--- src/rtl/ipa_defines.vh ---
// Constants for the instruction packing aligner.
// Assumes inclusion by bare name from the rtl files of this block.
`ifndef IPA_DEFINES_VH
`define IPA_DEFINES_VH

// =============================================================
// Widths
`define IPA_WORD_W      32
`define IPA_HW_W        16
`define IPA_OUT_W       66

// =============================================================
// Length decoding on the first halfword
`define IPA_MAJ_HI      15
`define IPA_MAJ_LO      11
`define IPA_MAJ_FIRST16 5'h0c

// =============================================================
// Long immediate indicator in a reassembled 32-bit word
`define IPA_LIMM_REG    6'h3e

// =============================================================
// Source operand fields of a reassembled 32-bit instruction
`define IPA_BREG_HI_MSB 14
`define IPA_BREG_HI_LSB 12
`define IPA_BREG_LO_MSB 26
`define IPA_BREG_LO_LSB 24
`define IPA_CREG_MSB    11
`define IPA_CREG_LSB    6

// =============================================================
// Fields of a unit held in the output buffer
`define IPA_OUT_LIMM    65
`define IPA_OUT_IS32    64
`define IPA_OUT_PC_MSB  63
`define IPA_OUT_PC_LSB  32
`define IPA_OUT_WD_MSB  31

// =============================================================
// Reset values and address steps
`define IPA_PC_RST      32'h00000000
`define IPA_STEP16      32'h00000002
`define IPA_STEP32      32'h00000004
`define IPA_WADDR_MASK  32'hfffffffc
`define IPA_BE_SUPPORT  1'b1

`endif

--- src/rtl/ipa_aligner.v ---
// Instruction packing aligner: unpacks 32-bit fetch words into 16-bit and
// 32-bit instructions and long immediates for the decode stage.
// Assumes fetch words arrive in address order from fetch_addr onward.
`include "ipa_defines.vh"

module ipa_aligner (
    input  wire        core_clk,     // Core clock, 50 MHz
    input  wire        nrst,         // Async reset, active low
    input  wire        cfg_big_end,  // 1 selects big-endian ordering
    input  wire        redir_valid,  // Restart fetch at redir_pc
    input  wire [31:0] redir_pc,     // Restart address, halfword aligned
    output wire [31:0] fetch_addr,   // Word address of next fetch word
    input  wire        fw_valid,     // Fetch word valid
    output wire        fw_ready,     // Fetch word taken this cycle
    input  wire [31:0] fw_data,      // Fetch word, byte N in bits 7:0, or in bits 31:24 when big-endian
    output wire        dec_valid,    // Unit valid to decode
    input  wire        dec_ready,    // Decode accepts unit
    output wire [31:0] dec_word,     // Instruction or long immediate
    output wire [31:0] dec_pc,       // Address of the unit
    output wire        dec_is32,     // Unit is 32 bits wide
    output wire        dec_is_limm   // Unit is a long immediate
);

// =============================================================
// Length and long immediate decoding
function is32_hw;
    input [15:0] hw;
    begin
        is32_hw = (hw[`IPA_MAJ_HI:`IPA_MAJ_LO] < `IPA_MAJ_FIRST16);
    end
endfunction

// A long immediate is asked for when either source field names its register
function limm_use;
    input [31:0] w;
    reg   [5:0]  src_b;
    reg   [5:0]  src_c;
    begin
        src_b    = {w[`IPA_BREG_HI_MSB:`IPA_BREG_HI_LSB], w[`IPA_BREG_LO_MSB:`IPA_BREG_LO_LSB]};
        src_c    = w[`IPA_CREG_MSB:`IPA_CREG_LSB];
        limm_use = (src_b == `IPA_LIMM_REG) || (src_c == `IPA_LIMM_REG);
    end
endfunction

// =============================================================
// State
// hb0 is always the oldest halfword held; cnt counts the valid ones of hb0..hb2.
// Three slots suffice because a word is taken only while at most one is left over.
reg [15:0] hb0_ff;
reg [15:0] hb1_ff;
reg [15:0] hb2_ff;
reg [1:0]  cnt_ff;
reg        limm_pend_ff;
reg        drop_ff;
reg [31:0] pc_ff;
reg [31:0] faddr_ff;

reg  [15:0] nxt_hb0;
reg  [15:0] nxt_hb1;
reg  [15:0] nxt_hb2;
reg  [1:0]  nxt_cnt;
reg  [47:0] rest;
reg  [1:0]  rem;

wire        big_end;
wire [15:0] fw_first;
wire [15:0] fw_second;
wire        need32;
wire        have;
wire        emit;
wire [1:0]  used;
wire        take;
wire        buf_ready;
wire [31:0] unit_word;
wire        unit_limm;
wire [65:0] buf_out;
wire [31:0] pc_step;
wire [65:0] buf_in;

// Big-endian is honoured only where the variant provides it
assign big_end = cfg_big_end && `IPA_BE_SUPPORT;

// Lower-address halfword first; it sits in bits 15:0 of the word, or in bits 31:16 when big-endian
assign fw_first  = big_end ? fw_data[31:16] : fw_data[15:0];
assign fw_second = big_end ? fw_data[15:0]  : fw_data[31:16];

// A pending limm is taken as 32 bits whatever its top bits look like
assign need32 = limm_pend_ff || is32_hw(hb0_ff);
assign have   = need32 ? (cnt_ff >= 2'd2) : (cnt_ff != 2'd0);
// Emission waits for a free buffer slot; a redirect overrides it
assign emit   = have && buf_ready && !redir_valid;
assign used   = emit ? (need32 ? 2'd2 : 2'd1) : 2'd0;
assign pc_step = need32 ? `IPA_STEP32 : `IPA_STEP16;

// A word is taken only when at most one halfword remains afterwards
assign take     = fw_valid && fw_ready;
assign fw_ready = !redir_valid && ((cnt_ff - used) <= 2'd1);

// First halfword is the upper half of the reassembled word
assign unit_word = need32 ? {hb0_ff, hb1_ff} : {16'h0000, hb0_ff};
assign unit_limm = limm_pend_ff;

// Payload order: limm flag, width flag, unit address, unit word
assign buf_in = {unit_limm, need32, pc_ff, unit_word};

assign fetch_addr = faddr_ff;

// =============================================================
// Halfword queue update
// The emitted unit's halfwords leave first, then the taken word joins behind the rest
always @* begin
    rest = {hb2_ff, hb1_ff, hb0_ff};
    if (used == 2'd2) begin
        rest = {32'h00000000, hb2_ff};
    end else if (used == 2'd1) begin
        rest = {16'h0000, hb2_ff, hb1_ff};
    end
    rem     = cnt_ff - used;
    nxt_hb0 = rest[15:0];
    nxt_hb1 = rest[31:16];
    nxt_hb2 = rest[47:32];
    nxt_cnt = rem;
    if (take) begin
        // After a jump to an odd halfword the first half is skipped
        if (drop_ff) begin
            case (rem)
                2'd0: nxt_hb0 = fw_second;
                2'd1: nxt_hb1 = fw_second;
                default: nxt_hb2 = fw_second;
            endcase
            nxt_cnt = rem + 2'd1;
        end else begin
            case (rem)
                2'd0: begin
                    nxt_hb0 = fw_first;
                    nxt_hb1 = fw_second;
                end
                default: begin
                    nxt_hb1 = fw_first;
                    nxt_hb2 = fw_second;
                end
            endcase
            nxt_cnt = rem + 2'd2;
        end
    end
end

always @(posedge core_clk or negedge nrst) begin
    if (!nrst) begin
        hb0_ff       <= 16'h0000;
        hb1_ff       <= 16'h0000;
        hb2_ff       <= 16'h0000;
        cnt_ff       <= 2'd0;
        limm_pend_ff <= 1'b0;
        pc_ff        <= `IPA_PC_RST;
    end else if (redir_valid) begin
        cnt_ff       <= 2'd0;
        limm_pend_ff <= 1'b0;
        pc_ff        <= {redir_pc[31:1], 1'b0};
    end else begin
        hb0_ff <= nxt_hb0;
        hb1_ff <= nxt_hb1;
        hb2_ff <= nxt_hb2;
        cnt_ff <= nxt_cnt;
        if (emit) begin
            pc_ff <= pc_ff + pc_step;
            // Only an instruction, never a limm itself, can call for a limm
            limm_pend_ff <= !limm_pend_ff && need32 && limm_use(unit_word);
        end
    end
end

// =============================================================
// Fetch address: one word per take; a redirect restarts it at its word
always @(posedge core_clk or negedge nrst) begin
    if (!nrst) begin
        drop_ff  <= 1'b0;
        faddr_ff <= `IPA_PC_RST;
    end else if (redir_valid) begin
        drop_ff  <= redir_pc[1];
        faddr_ff <= redir_pc & `IPA_WADDR_MASK;
    end else if (take) begin
        drop_ff  <= 1'b0;
        faddr_ff <= faddr_ff + `IPA_STEP32;
    end
end

// =============================================================
// Output buffer: a stalled decode stage loses no unit
ipa_buf2 #(
    .W (`IPA_OUT_W)
) u_buf (
    .core_clk  (core_clk),
    .nrst      (nrst),
    .flush     (redir_valid),
    .in_valid  (emit),
    .in_ready  (buf_ready),
    .in_data   (buf_in),
    .out_valid (dec_valid),
    .out_ready (dec_ready),
    .out_data  (buf_out)
);

assign dec_is_limm = buf_out[`IPA_OUT_LIMM];
assign dec_is32    = buf_out[`IPA_OUT_IS32];
assign dec_pc      = buf_out[`IPA_OUT_PC_MSB:`IPA_OUT_PC_LSB];
assign dec_word    = buf_out[`IPA_OUT_WD_MSB:0];

endmodule // ipa_aligner

--- src/rtl/ipa_buf2.v ---
// Two-entry valid/ready buffer between aligner and decode stage.
// Assumes one clock, asynchronous active-low reset.
`include "ipa_defines.vh"

module ipa_buf2 #(
    parameter W = `IPA_OUT_W
) (
    input  wire         core_clk,  // Core clock
    input  wire         nrst,      // Async reset, active low
    input  wire         flush,     // Drop all held entries
    input  wire         in_valid,  // Write side valid
    output wire         in_ready,  // Write side ready
    input  wire [W-1:0] in_data,   // Write side data
    output wire         out_valid, // Read side valid
    input  wire         out_ready, // Read side ready
    output wire [W-1:0] out_data   // Read side data, from a register
);

// =============================================================
// Storage
reg [W-1:0] ent0_ff;
reg [W-1:0] ent1_ff;
reg [1:0]   cnt_ff;
wire        push;
wire        pop;

assign in_ready  = (cnt_ff != 2'd2);
assign out_valid = (cnt_ff != 2'd0);
assign out_data  = ent0_ff;
assign push      = in_valid && in_ready;
assign pop       = out_valid && out_ready;

always @(posedge core_clk or negedge nrst) begin
    if (!nrst) begin
        ent0_ff <= {W{1'b0}};
        ent1_ff <= {W{1'b0}};
        cnt_ff  <= 2'd0;
    end else if (flush) begin
        cnt_ff <= 2'd0;
    end else begin
        // Head shifts on pop so the read data always come from ent0
        if (pop) begin
            ent0_ff <= (cnt_ff == 2'd2) ? ent1_ff : in_data;
        end else if (push && cnt_ff == 2'd0) begin
            ent0_ff <= in_data;
        end
        if (push && ((cnt_ff == 2'd1 && !pop) || (cnt_ff == 2'd2 && pop))) begin
            ent1_ff <= in_data;
        end
        cnt_ff <= cnt_ff + {1'b0, push} - {1'b0, pop};
    end
end

endmodule // ipa_buf2

--- config.mk ---
export PLATFORM = sky130hd
export DESIGN_NAME = ipa_aligner
export DESIGN_NICKNAME = d
export VERILOG_FILES = /design/src/rtl/ipa_aligner.v /design/src/rtl/ipa_buf2.v
export VERILOG_INCLUDE_DIRS = /design/src /design/src/rtl
export SDC_FILE = /design/constraint.sdc
export NUM_CORES = 1
export LEC_CHECK = 0
export BUFFER_PORTS_ARGS = -buffer_cell sky130_fd_sc_hd__buf_2
export CORE_MARGIN = 2
export CORE_UTILIZATION = 53
export DETAILED_ROUTE_END_ITERATION = 6
export GPL_ROUTABILITY_DRIVEN = 0
export HOLD_SLACK_MARGIN = 0.03
export PLACE_DENSITY = 0.77
export SLEW_MARGIN = 40
export SYNTH_ARGS = -nofsm -noshare
export SYNTH_HDL_FRONTEND = slang
export SYNTH_SLANG_ARGS = --single-unit
export TNS_END_PERCENT = 1
--- constraint.sdc ---
create_clock -name core_clk -period 3.7 [get_ports core_clk]
set_input_delay 0.74 -clock core_clk [delete_from_list [all_inputs] [get_ports core_clk]]
set_output_delay 0.74 -clock core_clk [all_outputs]
set_load 0.02 [all_outputs]
**Word-level counts from Yosys, hierarchy flattened**

Cells that the tools add are included.

- Add/subtract/negate cells: 7
- Magnitude comparators: 3
- Eq/ne operators: 8
- Muxes and demuxes: 36
- Bitwise logic cells: 1
- Reduce and logical (&&, ||, !) cells: 28

Operators with widths:

| cell | number |
|---|---|
| 16-bit 2-to-1 mux | 14 |
| 66-bit 2-to-1 mux | 3 |
| 32-bit 2-to-1 mux | 5 |
| 48-bit 2-to-1 mux | 2 |
| 32-bit by 3-bit adder with 32-bit output | 1 |
| 32-bit by 3-bit adder with 32-bit output (second input constant) | 1 |
| 6-bit == test (second input constant) | 2 |
| 1-bit logical AND | 12 |
| 2-bit 2-to-1 mux | 6 |
| 2-bit nonzero test | 5 |
| 2-bit by 1-bit == test with 1-bit output (second input constant) | 3 |
| 5-bit by 4-bit less-than comparator with 1-bit output (second input constant) | 1 |
| 1-bit 2-to-1 mux | 5 |
| 2-bit == test (second input constant) | 2 |
| 2-bit zero test | 2 |
| 2-bit AND reduction | 2 |
| 1-bit zero test | 3 |
| 1-bit logical OR | 3 |
| 3-bit 2-to-1 mux | 1 |
| 2-bit by 1-bit adder with 2-bit output | 1 |
| 2-bit by 1-bit adder with 2-bit output (second input constant) | 1 |
| 2-bit adder (second input constant) | 1 |
| 2-bit >= comparator (second input constant) | 1 |
| 2-bit by 1-bit <= comparator with 1-bit output (second input constant) | 1 |
| 5 further kinds | 5 |

- Register bits: 250
- Bits of input ports: 70
- Output and inout port bits: 100
- Logic and storage cells: 94

**Depth between registers and ports, before layout**

- Depth after elaboration: 12
- Gate-level depth with buffers: 19
- Gate-level depth less buffers: 14

**Modules after synthesis**

From an unflattened synthesis, not the netlist that was laid out.

- Cell total of the unflattened synthesis: 1120
- Area, all modules: 13280.2 um2

Modules (own cells, without submodules):

| module | times used | cells an instance | area each (um2) | seq. area each (um2) |
|---|---|---|---|---|
| ipa_aligner | 1 | 750 | 7254.5 | 2827.7 |
| ipa_buf2 | 1 | 370 | 6025.8 | 3353.2 |

**Worst setup path before layout**

OpenSTA, ideal clock, no wires.

- Path type: input to register
- Start: input redir_valid
- End: register faddr_ff[7] (netlist: fetch_addr[7])
- Library setup time: 0.118 ns
- Arrival time: 3.670 ns
- Required time: 3.582 ns
- Path slack: -0.088 ns
- Stages on the path: 17
- Path buffers: 5
- Path through: clkbuf_1 -> nor3_2 -> nand2_1 -> inv_1 -> ha_1 -> clkbuf_1 -> or3_1 -> and2_1 -> ha_1 -> nor3b_1 -> o31ai_2 -> nand3_1 -> buf_2 -> buf_2 -> clkbuf_1 -> o22ai_1 -> a21o_1

- Cells in the longest elaborated chain, start to end: 8
- Elaborated cells between the ends (all ways): 9
- Those cells by class: add/sub (1); order compare (1); mux (2); reduce/logical (5)

Ends and longest elaborated chain:

| element | RTL line | source |
|---|---|---|
| start, declared | ipa_aligner.v:10 | `input wire redir_valid,` |
| 1-bit zero test | ipa_aligner.v:91, ipa_aligner.v:97 |  |
| 1-bit logical AND | ipa_aligner.v:91 | `assign emit = have && buf_ready && !redir_valid;` |
| 2-bit 2-to-1 mux | ipa_aligner.v:92 | `assign used = emit ? (need32 ? 2'd2 : 2'd1) : 2'd0;` |
| 2-bit subtractor | ipa_aligner.v:97 | `assign fw_ready = !redir_valid && ((cnt_ff - used) <= 2'd1);` |
| 2-bit by 1-bit <= comparator with 1-bit output | ipa_aligner.v:97 |  |
| 1-bit logical AND | ipa_aligner.v:97 |  |
| 1-bit logical AND | ipa_aligner.v:96 | `assign take = fw_valid && fw_ready;` |
| 2-bit nonzero test (no source line) | n/a |  |
| end signal, assigned | ipa_aligner.v:178 | `` faddr_ff <= `IPA_PC_RST; `` |
| end signal, assigned | ipa_aligner.v:181 | `` faddr_ff <= redir_pc & `IPA_WADDR_MASK; `` |
| end signal, assigned | ipa_aligner.v:184 | `` faddr_ff <= faddr_ff + `IPA_STEP32; `` |
| end, declared | ipa_aligner.v:56 | `reg [31:0] faddr_ff;` |

Parallel ways exist; a longest one is shown, timed or not.
A chain may end at the register's enable or synchronous reset.

**Worst setup path after layout**

- Start: register hb0_ff[15]
- End: output fw_ready

- Cells in the longest elaborated chain, start to end: 9
- Elaborated cells between the ends (all ways): 10
- Those cells by class: add/sub (1); order compare (2); mux (3); reduce/logical (4)

Ends and longest elaborated chain:

| element | RTL line | source |
|---|---|---|
| start, declared | ipa_aligner.v:49 | `reg [15:0] hb0_ff;` |
| start signal, assigned | ipa_aligner.v:161 | `hb0_ff <= nxt_hb0;` |
| 5-bit by 4-bit less-than comparator with 1-bit output (no source line) (*) | n/a |  |
| 1-bit logical OR (*) | ipa_aligner.v:88 | `assign need32 = limm_pend_ff \|\| is32_hw(hb0_ff);` |
| 1-bit 2-to-1 mux | ipa_aligner.v:89 | `assign have = need32 ? (cnt_ff >= 2'd2) : (cnt_ff != 2'd0);` |
| 1-bit logical AND (2 in series) | ipa_aligner.v:91 |  |
| 2-bit 2-to-1 mux (*) | ipa_aligner.v:92 |  |
| 2-bit subtractor (*) | ipa_aligner.v:97 |  |
| 2-bit by 1-bit <= comparator with 1-bit output (*) | ipa_aligner.v:97 |  |
| 1-bit logical AND (*) | ipa_aligner.v:97 |  |
| end, declared | ipa_aligner.v:14 | `output wire fw_ready,` |

Every way passes the cells marked *; elsewhere a longest branch is shown, timed or not.

==> out/metrics.cfg <==
[setup_path]
cp.arrival_ns = 2.83
cp-start-kind = flip-flop
cp-startpoint = hb0_ff[15]
end_kind = primary output
crit_fanout = 6
crit_required_ns = 2.96
crit_type = reg -> out
r2r_start = u_buf.cnt_ff[1]

[floorplan]
io-pin-count = 170
die-area_um2 = 26100
die_w_um = 161
die_y_um = 161
row_count = 57
start_util = 0.540
core_um2 = 24300

[drt]
via_count = 11800
wl_per_cell_um = 19.6
drt_iter0_markers = 1355
antenna_left = 0
drc = 0
via_per_inst = 6.28
totalWireLength_um = 36900
dr.pass1.iters = 6

[yosys]
synthTopCellsByArea = dfrtp_1 47%, nand2_1 6.8%, a31oi_1 3.9%
netlist.area_leader.share = 0.467
synth_commonest_cells = 245 x dfrtp_1, 237 x nand2_1, 92 x nor2_1
syn_area_per_cell_um2 = 9.20
netlist_area_um2 = 13100
yosysMostFrequentCell = dfrtp_1
synthDistinctLibCells = 68
syn_inst = 1428
synth_async_sr_flop_share = 1.00
ys.warnings.count = 0
synth-main-ff-cell = dfrtp_1
synth-seq-cells = 245
synth_edf_count = 0
synth_largest_area_cell = dfrtp_1
seq_area_frac_synth = 0.467

[pwr]
internal-power_mw = 7.57
p_switching_mw = 5.48
power.density_nw_per_um2 = 857
swShare = 0.420
pwr-share-seq = 0.359
clkPwrFrac = 0.201
max-vdd-ir-drop_mv = 0.463
power_frac_comb = 0.440
p_leak_nw = 6.73

[global_route]
grtUsageMet1 = 0.439
gr-max-usage-layer = met1
grt_pass1_vias = 10800
antenna_found_initial = 1
met2_usage = 0.397
grt_pass1_wl_um = 59200
gr-total-overflow = 0
track_usage = 0.280
gr-usage-met3 = 0.0511
grt_max_degree = 97

[sta]
setup_viol_count_final = 0
tightest_slew_ns = 0.783
fmax_ghz = 0.280
finalMaxSlewViolations = 0
period_share = 0.964
rsz0062_at_grt = no
maxSlewHeadroom = 0.478
min_period_ns = 3.57
finalHoldViolCount = 0
skew_ns = 0.0103

[clocking]
cts.sinks = 245
ctsHoldBuffers = 0
cts_buffers = 26
clk_pin_slew_ns = 0.06
clock_path_buffers = 3
clkLatencyLatePin_ns = 0.53
ctsHtreeMaxLevel = 1
cts_root_buffer = clkbuf_16
cts_tree = built

[layout]
num-nets-final = 1618
fin_area_um2 = 15200
fin_util = 0.626
fill_cells = 1995
finalNonFillerCells = 1883
syn2layout_area_growth_pct = 15.9
drive_above_1_share = 0.211

[placement]
dp_hpwl_um = 24900
place_area_um2 = 14300
place_inst = 1833
portBuffers = 165

[worst_hold_path]
hold_path.class = in -> async

[run]
drv_cap = 0

[outcome]
status = finished clean

## final cells by class
| type | count | area (um^2) | area share |
|---|---|---|---|
| Multi-Input combinational cell | 1027 | 6430 | 0.422 |
| Timing Repair Buffer | 209 | 1270 | 0.0836 |
| Antenna cell | 1 | 2.50 | 0.000164 |
| Inverter | 30 | 113 | 0.00740 |
| Tap cell | 324 | 405 | 0.0266 |
| Clock inverter | 7 | 60.1 | 0.00395 |
| Clock buffer | 40 | 805 | 0.0529 |
| Sequential cell | 245 | 6130 | 0.403 |
## path summary, 6_finish.rpt
check | end | slack (ns) | depth (start not counted)
worst max-delay path | fw_ready | 0.13 | 12
worst min-delay path | fetch_addr[23] | 0.11 | 1
worst max register to register | fetch_addr[13] | 0.29 | 15
worst min register to register | u_buf.out_data[6] | 0.47 | 1
max in group asynchronous | u_buf.out_data[13] | 2.63 | 3
min in group core_clk | u_buf.out_data[6] | 0.47 | 1
## stage by stage
step           setup slack [ns]  TNS [ns]  power, mW  hold WS, ns
2_1_floorplan           -0.0571    -0.217       8.51        0.444
3_5_place_dp             0.0535         0       10.4        0.460
5_1_grt                 0.00986         0       13.9        0.132
4_1_cts                  0.0275         0       13.0        0.288
3_3_place_gp             -0.103     -1.17       10.1        0.458
6_report                  0.132         0       13.0        0.110
## worst max-delay path, cell delays in order (launching register included)
cell	delay, ns
dfrtp_2	0.45
a21o_1	0.19
nand2_2	0.07
inv_1	0.06
nand2_1	0.08
inv_1	0.05
ha_1	0.20
or3_1	0.37
and2_1	0.20
ha_2	0.22
inv_2	0.10
a21oi_1	0.11
buf_2	0.21
## logic make-up after synthesis
family | synth area share
and+or+nand+nor | 0.187
AOI/OAI and AO/OA | 0.213
buffers and inverters | 0.0490
muxes | 0.0616
DFF | 0.467
adders and majority gates | 0.00915
xor gates and xnor gates | 0.0127
other | 0.000286
## flip-flops by register name, indices dropped and copies added (netlist names)
| signal | count |
|---|---|
| cnt_ff | 2 |
| drop_ff | 1 |
| fetch_addr | 30 |
| hb0_ff | 16 |
| hb1_ff | 16 |
| hb2_ff | 16 |
| limm_pend_ff | 1 |
| pc_ff | 31 |
| u_buf.cnt_ff | 2 |
| u_buf.ent1_ff | 65 |
| u_buf.out_data | 65 |
## metal layers
| layer | vias up | part of all wire | wire length [um] |
|---|---|---|---|
| met4 | 0 | 0.023 | 859 |
| met3 | 75 | 0.090 | 3330 |
| met1 | 5717 | 0.46 | 17000 |
| li1 | 5484 | - | - |
| met5 | - | 0 | 0 |
| met2 | 547 | 0.43 | 15700 |
## placed cells by master, fill, tap and decap left out, types with 6 or more instances in the layout
cell	count
clkinv_2	6
clkbuf_8	8
and4_1	9
dfrtp_1	244
nor2_1	91
or4_1	9
buf_12	6
and2_1	10
xnor2_1	16
ha_1	7
mux2_2	31
a21oi_1	20
nor4_1	9
nand4_1	16
nand2_1	235
o211ai_1	55
buf_2	164
o221ai_1	15
a22o_1	16
inv_1	27
mux2i_1	45
o221a_2	16
nor2b_1	6
a21o_1	24
o22ai_1	19
a31oi_1	81
o2bb2ai_1	16
nor3_1	9
or3_1	10
or2_2	6
o31ai_1	10
clkbuf_16	27
buf_4	34
a211oi_1	19
o21ai_0	63
nand3_1	78
and3_1	12
## timing repair
action                     4_1_cts  5_1_grt
setup endpoints to repair        0        8
setup buffers                    0        0
gates resized for setup          0        6
## power groups by stage
stage                     combinational, mW  clock (mW)  sequential, mW
after floorplan                        3.61           0            4.90
after global placement                 5.47           0            4.63
after detailed placement               5.67           0            4.68
after CTS                              5.71        2.64            4.65
after global routing                   6.31        2.76            4.81
final                                  5.75        2.62            4.68
(Power assumes the default switching activity.)
